===== config.mk =====
export PLATFORM = sky130hd
export DESIGN_NAME = hpc_power_control
export DESIGN_NICKNAME = d
export VERILOG_FILES = /design/src/core/hpc_pkg.sv /design/src/core/hpc_tick_if.sv /design/src/core/hpc_tick_gen.sv /design/src/core/hpc_power_control.sv
export SDC_FILE = /design/constraint.sdc
export NUM_CORES = 2
export LEC_CHECK = 0
export BUFFER_PORTS_ARGS = -buffer_cell sky130_fd_sc_hd__buf_4
export CAP_MARGIN = 5
export CORE_AREA = 5 5 436 438
export DETAILED_ROUTE_END_ITERATION = 8
export DIE_AREA = 0 0 441 443
export MAX_ROUTING_LAYER = met4
export PLACE_DENSITY_LB_ADDON = 0.25
export RECOVER_POWER = 50
export SETUP_SLACK_MARGIN = 0.2
export SKIP_CTS_REPAIR_TIMING = 1
export SLEW_MARGIN = 20
export SYNTH_ARGS = -nofsm -noshare
export SYNTH_HDL_FRONTEND = slang
export SYNTH_SLANG_ARGS = --single-unit

===== constraint.sdc =====
create_clock -name sys_clk_in -period 8.2 [get_ports sys_clk_in]
set_input_delay 0.41 -clock sys_clk_in [delete_from_list [all_inputs] [get_ports sys_clk_in]]
set_output_delay 0.41 -clock sys_clk_in [all_outputs]
set_load 0.02 [all_outputs]

===== src/core/hpc_pkg.sv =====
// Constants and types shared by the hibernation power controller files.
// Assumes a 100 MHz system clock; the reference enters as a plain pin.
package hpc_pkg;
    localparam int unsigned SYS_CLK_HZ   = 100_000_000;
    localparam int          RTC_W        = 32;
    localparam int          TRIM_W       = 16;
    localparam int          MEM_DEPTH    = 64;
    localparam int          MEM_AW       = 6;
    localparam int          DIV_W        = 7;
    localparam int          EPOCH_W      = 6;
    // Crystal is divided by 128 to reach the 32.768 kHz reference
    localparam logic [DIV_W-1:0]   XTAL_DIV_LAST = 7'h7f;
    localparam logic [TRIM_W-1:0]  TRIM_RESET    = 16'h7fff;
    localparam logic [TRIM_W-1:0]  TRIM_ZERO     = 16'h0000;
    // Trim is taken over once every 64 seconds
    localparam logic [EPOCH_W-1:0] EPOCH_LAST    = 6'h3f;
    // Event bit positions in the status vectors
    localparam int EV_MATCH = 0;
    localparam int EV_LOWBAT = 1;
    localparam int EV_WAKE  = 2;
    localparam int EV_W     = 3;

    typedef enum logic [0:0] {
        st_active = 1'b0,
        st_asleep = 1'b1
    } hpc_state_type;
endpackage : hpc_pkg


===== src/core/hpc_tick_if.sv =====
// Tick and trim signals between the main controller and the tick maker.
// Both ends run on the system clock.
`timescale 1ns/1ns
interface hpc_tick_if;
    logic                          ref_tick;
    logic                          sec_tick;
    logic                          trim_load;
    logic [hpc_pkg::TRIM_W-1:0]    trim_value;

    modport gen (output ref_tick, output sec_tick,
                 input trim_load, input trim_value);
    modport use_side (input ref_tick, input sec_tick,
                      output trim_load, output trim_value);
endinterface : hpc_tick_if


===== src/core/hpc_tick_gen.sv =====
// Reference clock pin to 32.768 kHz tick and one-second tick.
// Reference pin is asynchronous; trim reload comes from the main block.
`timescale 1ns/1ns
module hpc_tick_gen (
    input  wire logic   sys_clk_in,
    input  wire logic   rst_n_in,
    input  wire logic   ref_pin_in,
    input  wire logic   osc_enable_in,
    input  wire logic   osc_type_select_in,
    hpc_tick_if.gen     tick
);
    logic                       sync1_q, sync2_q, sync3_q;
    logic [hpc_pkg::DIV_W-1:0]  div_q, div_d;
    logic [hpc_pkg::TRIM_W-1:0] pre_q, pre_d;
    logic [hpc_pkg::TRIM_W-1:0] reload_q, reload_d;
    logic                       ref_q, ref_d;
    logic                       sec_q, sec_d;
    logic                       ref_edge;

    always_comb begin
        ref_edge = sync2_q & ~sync3_q & osc_enable_in;
        div_d    = div_q;
        ref_d    = 1'b0;
        if (osc_type_select_in) begin
            div_d = '0;
            ref_d = ref_edge;
        end else if (ref_edge) begin
            if (div_q == hpc_pkg::XTAL_DIV_LAST) begin
                div_d = '0;
                ref_d = 1'b1;
            end else begin
                div_d = div_q + 1'b1;
            end
        end
        reload_d = tick.trim_load ? tick.trim_value : reload_q;
        pre_d    = pre_q;
        sec_d    = 1'b0;
        if (ref_q) begin
            if (pre_q == hpc_pkg::TRIM_ZERO) begin
                pre_d = reload_q;
                sec_d = 1'b1;
            end else begin
                pre_d = pre_q - 1'b1;
            end
        end
    end

    always_ff @(posedge sys_clk_in or negedge rst_n_in) begin
        if (!rst_n_in) begin
            sync1_q  <= 1'b0;
            sync2_q  <= 1'b0;
            sync3_q  <= 1'b0;
            div_q    <= '0;
            pre_q    <= hpc_pkg::TRIM_RESET;
            reload_q <= hpc_pkg::TRIM_RESET;
            ref_q    <= 1'b0;
            sec_q    <= 1'b0;
        end else begin
            sync1_q  <= ref_pin_in;
            sync2_q  <= sync1_q;
            sync3_q  <= sync2_q;
            div_q    <= div_d;
            pre_q    <= pre_d;
            reload_q <= reload_d;
            ref_q    <= ref_d;
            sec_q    <= sec_d;
        end
    end

    assign tick.ref_tick = ref_q;
    assign tick.sec_tick = sec_q;
endmodule : hpc_tick_gen


===== src/core/hpc_power_control.sv =====
// Hibernation power controller: counter, matches, power-off pin, events,
// retained words. Control arrives as plain ports from same-clock logic;
// wake, low-battery and reference pins are asynchronous.
`timescale 1ns/1ns
// How it works
// - Active-low power-off output switches the external regulator off.
// - In hibernation an asserted wake pin releases power-off.
// - In hibernation a counter match releases power-off.
// - Low battery is detected; with abort set, hibernation is refused.
// - A 32-bit seconds counter runs from the reference tick.
// - Two 32-bit match values act as wake or interrupt sources.
// - Reference is a 32.768 kHz oscillator or a 4.194304 MHz crystal.
// - A software trim predivider sets the counting rate.
// - Sixty-four retained 32-bit words survive hibernation.
// - Match, wake pin and low battery raise maskable events.
// - Predivider counts down from 0x7fff, one tick per second.
// - Select low divides input by 128, high uses it directly.
// - Enabled events are ORed onto one interrupt request.
module hpc_power_control (
    input  wire logic                        sys_clk_in,
    input  wire logic                        rst_n_in,
    input  wire logic                        ref_pin_in,
    input  wire logic                        osc_enable_in,
    input  wire logic                        osc_type_select_in,
    input  wire logic                        wake_n_in,
    input  wire logic                        low_batt_in,
    input  wire logic                        rtc_enable_in,
    input  wire logic                        rtc_load_in,
    input  wire logic [hpc_pkg::RTC_W-1:0]   rtc_load_value_in,
    input  wire logic [hpc_pkg::TRIM_W-1:0]  trim_value_in,
    input  wire logic [hpc_pkg::RTC_W-1:0]   match0_in,
    input  wire logic [hpc_pkg::RTC_W-1:0]   match1_in,
    input  wire logic                        pin_wake_enable_in,
    input  wire logic                        rtc_wake_enable_in,
    input  wire logic                        low_batt_enable_in,
    input  wire logic                        low_batt_abort_in,
    input  wire logic                        sleep_request_bit_in,
    input  wire logic [hpc_pkg::EV_W-1:0]    event_mask_in,
    input  wire logic [hpc_pkg::EV_W-1:0]    event_clear_in,
    input  wire logic                        mem_write_in,
    input  wire logic [hpc_pkg::MEM_AW-1:0]  mem_addr_in,
    input  wire logic [hpc_pkg::RTC_W-1:0]   mem_wdata_in,
    output logic                             power_off_n_out,
    output logic                             hibernating_out,
    output logic                             irq_out,
    output logic [hpc_pkg::EV_W-1:0]         raw_status_out,
    output logic [hpc_pkg::EV_W-1:0]         masked_status_out,
    output logic [hpc_pkg::RTC_W-1:0]        rtc_value_out,
    output logic [hpc_pkg::RTC_W-1:0]        mem_rdata_out
);
    hpc_tick_if tick ();

    hpc_tick_gen u_tick (
        .sys_clk_in         (sys_clk_in),
        .rst_n_in           (rst_n_in),
        .ref_pin_in         (ref_pin_in),
        .osc_enable_in      (osc_enable_in),
        .osc_type_select_in (osc_type_select_in),
        .tick               (tick.gen)
    );

    // Pin synchronisers
    logic wake_s1_q, wake_s2_q, bat_s1_q, bat_s2_q;

    always_ff @(posedge sys_clk_in or negedge rst_n_in) begin
        if (!rst_n_in) begin
            wake_s1_q <= 1'b1;
            wake_s2_q <= 1'b1;
            bat_s1_q  <= 1'b0;
            bat_s2_q  <= 1'b0;
        end else begin
            wake_s1_q <= wake_n_in;
            wake_s2_q <= wake_s1_q;
            bat_s1_q  <= low_batt_in;
            bat_s2_q  <= bat_s1_q;
        end
    end

    // Counter, pending load, trim epoch
    logic [hpc_pkg::RTC_W-1:0]   rtc_q, rtc_d, ld_val_q, ld_val_d;
    logic                        ld_pend_q, ld_pend_d;
    logic [hpc_pkg::EPOCH_W-1:0] epoch_q, epoch_d;
    logic                        trim_ld_q, trim_ld_d;
    logic                        match_q, match_d;
    logic                        rtc_step;

    always_comb begin
        rtc_step  = tick.sec_tick & rtc_enable_in;
        rtc_d     = rtc_q;
        ld_pend_d = ld_pend_q | rtc_load_in;
        ld_val_d  = rtc_load_in ? rtc_load_value_in : ld_val_q;
        if (ld_pend_q && tick.ref_tick) begin
            rtc_d     = ld_val_q;
            ld_pend_d = rtc_load_in;
        end else if (rtc_step) begin
            rtc_d = rtc_q + 1'b1;
        end
        epoch_d   = rtc_step ? epoch_q + 1'b1 : epoch_q;
        trim_ld_d = rtc_step && (epoch_q == hpc_pkg::EPOCH_LAST);
        // A match fires once, when the counter moves onto the value
        match_d = (rtc_d != rtc_q) &&
                  ((rtc_d == match0_in) || (rtc_d == match1_in));
    end

    always_ff @(posedge sys_clk_in or negedge rst_n_in) begin
        if (!rst_n_in) begin
            rtc_q     <= '0;
            ld_val_q  <= '0;
            ld_pend_q <= 1'b0;
            epoch_q   <= '0;
            trim_ld_q <= 1'b0;
            match_q   <= 1'b0;
        end else begin
            rtc_q     <= rtc_d;
            ld_val_q  <= ld_val_d;
            ld_pend_q <= ld_pend_d;
            epoch_q   <= epoch_d;
            trim_ld_q <= trim_ld_d;
            match_q   <= match_d;
        end
    end

    assign tick.trim_load  = trim_ld_q;
    assign tick.trim_value = trim_value_in;

    // Hibernation sequencing
    hpc_pkg::hpc_state_type state_q, state_d;
    logic                   pwr_n_q, pwr_n_d;
    logic                   low_bat, wake_pin, abort_now, has_source;

    always_comb begin
        low_bat    = bat_s2_q & low_batt_enable_in;
        wake_pin   = ~wake_s2_q;
        abort_now  = low_bat & low_batt_abort_in;
        has_source = pin_wake_enable_in | rtc_wake_enable_in;
        state_d    = state_q;
        pwr_n_d    = pwr_n_q;
        unique case (state_q)
            hpc_pkg::st_active: begin
                if (sleep_request_bit_in && has_source && !abort_now) begin
                    state_d = hpc_pkg::st_asleep;
                    pwr_n_d = 1'b0;
                end
            end
            hpc_pkg::st_asleep: begin
                if ((pin_wake_enable_in && wake_pin) ||
                    (rtc_wake_enable_in && match_q)) begin
                    state_d = hpc_pkg::st_active;
                    pwr_n_d = 1'b1;
                end
            end
        endcase
    end

    always_ff @(posedge sys_clk_in or negedge rst_n_in) begin
        if (!rst_n_in) begin
            state_q <= hpc_pkg::st_active;
            pwr_n_q <= 1'b1;
        end else begin
            state_q <= state_d;
            pwr_n_q <= pwr_n_d;
        end
    end

    // Sticky events; a set in the clearing cycle wins
    logic [hpc_pkg::EV_W-1:0] raw_q, raw_d, set_ev, msk_q, msk_d;
    logic                     irq_q, irq_d;

    always_comb begin
        set_ev = '0;
        set_ev[hpc_pkg::EV_MATCH]  = match_q;
        set_ev[hpc_pkg::EV_LOWBAT] = low_bat;
        set_ev[hpc_pkg::EV_WAKE]   = wake_pin;
        raw_d = (raw_q & ~event_clear_in) | set_ev;
        msk_d = raw_d & event_mask_in;
        irq_d = |msk_d;
    end

    always_ff @(posedge sys_clk_in or negedge rst_n_in) begin
        if (!rst_n_in) begin
            raw_q <= '0;
            msk_q <= '0;
            irq_q <= 1'b0;
        end else begin
            raw_q <= raw_d;
            msk_q <= msk_d;
            irq_q <= irq_d;
        end
    end

    // Retained words: no reset so contents survive
    logic [hpc_pkg::RTC_W-1:0] mem [hpc_pkg::MEM_DEPTH];
    logic [hpc_pkg::RTC_W-1:0] rdata_q, rdata_d;

    always_comb begin
        rdata_d = mem[mem_addr_in];
    end

    always_ff @(posedge sys_clk_in) begin
        if (mem_write_in) begin
            mem[mem_addr_in] <= mem_wdata_in;
        end
    end

    always_ff @(posedge sys_clk_in or negedge rst_n_in) begin
        if (!rst_n_in) begin
            rdata_q <= '0;
        end else begin
            rdata_q <= rdata_d;
        end
    end

    assign power_off_n_out   = pwr_n_q;
    assign hibernating_out   = (state_q == hpc_pkg::st_asleep);
    assign irq_out           = irq_q;
    assign raw_status_out    = raw_q;
    assign masked_status_out = msk_q;
    assign rtc_value_out     = rtc_q;
    assign mem_rdata_out     = rdata_q;
endmodule : hpc_power_control


; ---- Yosys cells after proc, flatten, opt, wreduce, memory -nomap -nowiden
; Memories as Yosys holds them, arrays and structs flattened. A register that Yosys moved wholly into a read port is not among the register bits.
; Cells that the tools add are included.
[classes]
n_addsub = 4
eq_ne = 7
n_mux = 20
bitwise_logic = 14
reduce_logical = 15
[op_table]
columns = cell, n
row1 = $eq 32x32->1, 2
row2 = $mux 32, 2
row3 = $add 32x1->32 const B, 1
row4 = $ne 32x32->1, 1
row5 = $mux 7, 3
row6 = $logic_not 16->1, 1
row7 = $mux 16, 1
row8 = $sub 16x1->16 const B, 1
row9 = $mux 1, 12
row10 = $add 7x1->7 const B, 1
row11 = $eq 7x7->1 const B, 1
row12 = $logic_and 1x1->1, 7
row13 = $add 6x1->6 const B, 1
row14 = $and 3x3->3, 2
row15 = $eq 6x6->1 const B, 1
row16 = $and 1x1->1, 5
row17 = $pmux 1 s2, 2
row18 = $not 1->1, 3
row19 = $not 3->3, 1
row20 = $or 3x3->3, 1
row21 = $reduce_or 3->1, 1
row22 = $logic_not 1->1, 2
row23 = $logic_or 1x1->1, 2
row24 = $ne 2x1->1 const B, 1
row25 = 4 further kinds, 5
[word_totals]
reg_bits = 130
ramBits = 2048
input_bits = 171
output_inout_bits = 73
memories = 1
[memory_table]
columns = name, words, width, read_ports, rd_ports_with_merged_regs, wr, line_no
row1 = mem, 64, 32, 1, 1, 1, hpc_power_control.sv:192  ; logic [hpc_pkg::RTC_W-1:0] mem [hpc_pkg::MEM_DEPTH];

; ---- Logic depth before layout (Yosys ltp)
[logic_depth]
ltp_word = 6
mapped_depth = 11
depth_no_buf = 9

; ---- Hierarchy
; A second synthesis with hierarchy kept.
[unflattened]
hier_cells = 4869
hier_area_um2 = 83217.3
[modules_own_cells]
columns = mod, instances, cells_per_inst, area_per_inst_um2, seq_area_each_um2
row1 = hpc_power_control, 1, 4665, 81066.5, 64455.6
row2 = hpc_tick_gen, 1, 204, 2150.8, 1138.6

; ---- Worst setup path before layout
; OpenSTA, ideal clock, no wires.
[synth_path]
path_kind = input to register
from = input port mem_addr_in[0] in the netlist's numbering
to = memory mem[17][0] in the netlist's numbering (enable)
setup_ns = 0.421
t_arrival_ns = 3.472
required_time_ns = 7.779
slack_ns = 4.307
stages = 7
path_buffers = 4
cell_sequence = clkbuf_1 nor3b_1 clkbuf_1 buf_1 clkbuf_1 nand2_1 nor2_1
[synth_rtl]
columns = element, line_no
row1 = start: declaration, hpc_power_control.sv:41  ; input wire logic [hpc_pkg::MEM_AW-1:0] mem_addr_in,
row2 = end: declaration, hpc_power_control.sv:192
; No word-level cell before the write port.

; ---- Worst setup path after layout
[layout_path]
from = register u_tick.ref_q, in the netlist u_tick.tick.ref_tick
to = register match_q
[layout_between]
elab_chain_cells = 5
elab_cells_between_ends = 7
cone_classes = eq/ne: 3 / mux: 1 / reduce/logical: 3
[layout_lines]
columns = element, line_no
row1 = start: declaration, hpc_tick_gen.sv:16  ; logic ref_q, ref_d;
row2 = start signal: assignment, hpc_tick_gen.sv:65  ; ref_q <= ref_d;
row3 = $logic_and 1x1->1 *, hpc_power_control.sv:92  ; if (ld_pend_q && tick.ref_tick) begin
row4 = $mux 32 *, hpc_power_control.sv:92
row5 = via rtc_d (one bit), hpc_power_control.sv:80  ; logic [hpc_pkg::RTC_W-1:0] rtc_q, rtc_d, ld_val_q, ld_val_d;
row6 = $eq 32x32->1, hpc_power_control.sv:102  ; ((rtc_d == match0_in) || (rtc_d == match1_in));
row7 = $logic_or 1x1->1, hpc_power_control.sv:102
row8 = $logic_and 1x1->1 *, hpc_power_control.sv:101  ; match_d = (rtc_d != rtc_q) &&
row9 = via match_d, hpc_power_control.sv:84  ; logic match_q, match_d;
row10 = end signal: assignment, hpc_power_control.sv:119  ; match_q <= match_d;
row11 = end: declaration, hpc_power_control.sv:84
; Mark *: on every way through the listed nets, which the timed path passes. The rest lies on a longest branch.
; A chain may end at the register's enable or synchronous reset.

==> metrics.csv <==
stage,metric,value,unit
worst_setup_path,worstPathRequired,8970,ps
finish,stdcell_count,7871,
worst_setup_path,cp-endpoint,match_q,
finish,fin_nets,5365,
synth,yosys.area.top_type_share,0.7398,
worst_setup_path,cp.arrival,6080,ps
worst_setup_path,rr_endpoint,match_q,
floorplanning,start_util,0.4464,
synth,synthDistinctLibCells,80,
worst_setup_path,cp_top_family,buffers and inverters,
synth,ys_ff_latch,2210,
placement,dpl_worst_slack,4082,ps
sta,maxSlewHeadroom,-1.714,
synth,synth_cells,4869,
power,ir_worst_vdd,0.1820,mV
placement,gp_congestion,0.9236,
finish,postLayoutCoreUtil,0.5151,
worst_setup_path,worst-setup-path-type,register to register,
sta,hold_violations,0,
floorplanning,die-area,0.1954,mm2
worst_setup_path,critPathBufInv,3,
global_route,grt_pass1_wl,376.4,mm
synth,synth_ff_type,edfxtp_1,
sta,fin_crit,5302,ps
worst_setup_path,worst_path_largest_cell_delay,1000,ps
worst_setup_path,regToRegSetupSlack,2900,ps
detailed_routing,drt-vias-per-instance,6.484,
global_route,grt_overflow_total,0,
floorplanning,rows,159,
synth,synthArstFlopShare,0.07330,
detailed_routing,drt-pass1-iter-count,6,
floorplanning,core_area,0.1862,mm2
sta,slew_violations,2246,
placement,io_buffers,243,
synth,synth.most_common_cell,edfxtp_1,
sta,rsz0062_at_grt,false,
sta,fin_crit_sh,0.6466,
sta,clock_skew,39.98,ps
sta,clock.fmax,0.1886,GHz
power,power_density,254.2,mW/mm2
detailed_routing,drt_iter0_markers,7045,
power,p_leak,30.14,nW
clock_tree,cts.sinks,2210,
synth,yosysSeqAreaShare,0.7890,
worst_setup_path,cp-end-kind,register,
global_route,grt_max_degree,131,
synth,yosys.area.top_type,edfxtp_1,
min_path,min_path_type,primary input to register,
finish,area_delta_synth_final,15.39,%
placement,place_inst,7401,
clock_tree,cts-htree-levels,4,
synth,netlist_area,0.08313,mm2
sta,fin_ws,2898,ps
clock_tree,root_buffer,clkbuf_16,
clock_tree,clk-insertion-delay-late,850,ps
synth,synth-edff-count,2048,
detailed_routing,wl_per_cell,34.30,um
floorplanning,die_h,443,um
global_route,antenna_found_initial,6,
worst_setup_path,cp_num_cells,10,
finish,drive_above_1_share,0.1494,
detailed_routing,drt_drc_violations_left,0,
status,violations,"capacitance limit, slew limit",
synth,yosys-top-cells-area,"edfxtp_1, a22oi_1, dfrtp_1",
worst_setup_path,r2r_cells,10,
floorplanning,die_w,441,um
worst_setup_path,crit_slowest_cell,clkbuf_1,
clock_tree,cts_tree,built,
status,status,finished with violations,
clock_tree,clock_path_buffers,3,
synth,syn_nets,5045,
power,power,24.38,mW
synth,yosys_warnings,0,
worst_setup_path,cp_max_fo,58,
sta,fin_setup_tns,0,ps
worst_setup_path,path_cells,clkbuf_1 > nand2_2 > buf_4 > a31oi_1 > xnor2_1 > o2111ai_1 > nor4_1 > nand4_1 > o22ai_1 > dlygate4sd3_1,
detailed_routing,drtAntennaViolNets,0,
detailed_routing,via_count,51040,
synth,ys_top_cells_by_count,"edfxtp_1, a22oi_1, clkbuf_1, a221oi_1, a31oi_1",
worst_setup_path,crit_start,u_tick.tick.ref_tick,
detailed_routing,wirelength,269.9,mm
synth,syn_avg_cell_area,17.07,um2
clock_tree,path_clk_slew,70,ps
sta,worst_pin_slew,4072,ps
clock_tree,numCtsBuffers,214,
worst_setup_path,start_kind,register,
placement,dpl.hpwl,154.3,mm
sta,setup_violations,0,
floorplanning,pin_count,244,
global_route,grt.total_usage,0.2768,
global_route,grt_pass1_vias,48690,
worst_setup_path,reg2reg_from,u_tick.tick.ref_tick,
flow_run,cap_violations,37,
metrics by stage:
step	hold slack (ps)	instance area, um2
after CTS	-453.6	95430
final	88.25	95920
after global routing	108.7	95920
after global placement	333.9	88410
after detailed placement	336.5	88440
after floorplan	114.4	83130
registers in the layout (all words and copies together) (netlist names), 3 cells and up:
signal and flops:
mem 2048, ld_val_q 32, mem_rdata_out 32, rtc_value_out 32
u_tick.pre_q 16, u_tick.reload_q 16, u_tick.div_q 7, epoch_q 6
masked_status_out 3, raw_status_out 3
how the worst min path moves through the flow:
stage / startpoint / end / slack, ps / cells past startpoint
2_1_floorplan: rst_n_in / bat_s1_q / 110 / 0
3_3_place_gp: bat_s1_q / bat_s2_q / 330 / 0
3_5_place_dp: u_tick.sync1_q / u_tick.sync2_q / 340 / 0
4_1_cts: rst_n_in / mem_rdata_out[0] / -450 / 1
5_1_grt: rtc_wake_enable_in / power_off_n_out / 110 / 4
6_report: rtc_wake_enable_in / power_off_n_out / 90 / 4
cell usage in the layout (no fill, tap or decap), types with 10 or more instances in the layout:
master         count
edfxtp_1        2048
a22oi_1          620
buf_4            315
clkbuf_16        217
a221oi_1         211
a31oi_1          211
a22o_1           208
dfrtp_1          129
a21oi_1          110
nand2_1          108
clkbuf_1          98
nand4_1           90
o21ai_0           70
nor2_1            69
xnor2_1           68
dlygate4sd3_1     67
xor2_1            63
nor2_4            62
nand3_1           61
nor4_1            53
inv_1             52
clkinv_2          33
dfstp_2           33
mux2_2            31
clkinv_1          29
nor3_1            23
clkbuf_8          22
bufinv_16         15
o22ai_1           12
or3_1             11
buf_12            11
nand2b_1          10
o211ai_1          10
kinds of logic (layout without fill, tap and decap cells):
family / after synthesis / count (layout) / synth area share
adders and majority gates: 5 / 5 / 0.0007525
AOI/OAI and AO/OA: 1534 / 1534 / 0.1369
buffers and inverters: 382 / 887 / 0.01762
other: 0 / 2 / 0
and+or+nand+nor: 566 / 566 / 0.03597
DFF: 2210 / 2210 / 0.7890
xor gates and xnor gates: 134 / 134 / 0.01464
muxes: 38 / 38 / 0.005042
report_power, final:
| group | internal (mW) | switching, mW | leakage (nW) |
|---|---|---|---|
| combinational | 0.578 | 1.18 | 6.39 |
| clock | 5.55 | 4.24 | 3.41 |
| sequential | 12.6 | 0.280 | 20.3 |
metal layers:
layer	vias up	routed length (um)	GRT usage
met5	-	0	-
met4	0	10870	0.09580
met2	3211	125600	0.4203
met1	26440	106800	0.3804
li1	20890	-	-
met3	494	26660	0.04881
cell type report:
class                           count  area [um2]
Fill cell                       15090       90280
Sequential cell                  2210       65590
Multi-Input combinational cell   2277       16590
Clock buffer                      300        5962
Timing Repair Buffer              434        3422
Tap cell                         2495        3122
Clock inverter                    101        1030
Inverter                           52       195.2
Antenna cell                        2       5.005
tightest hold or removal path: stages:
cell      delay (ps)
buf_4             80
a22oi_1          100
o21bai_1         120
nor2b_1          140
Power figures use the tool's default switching activity.
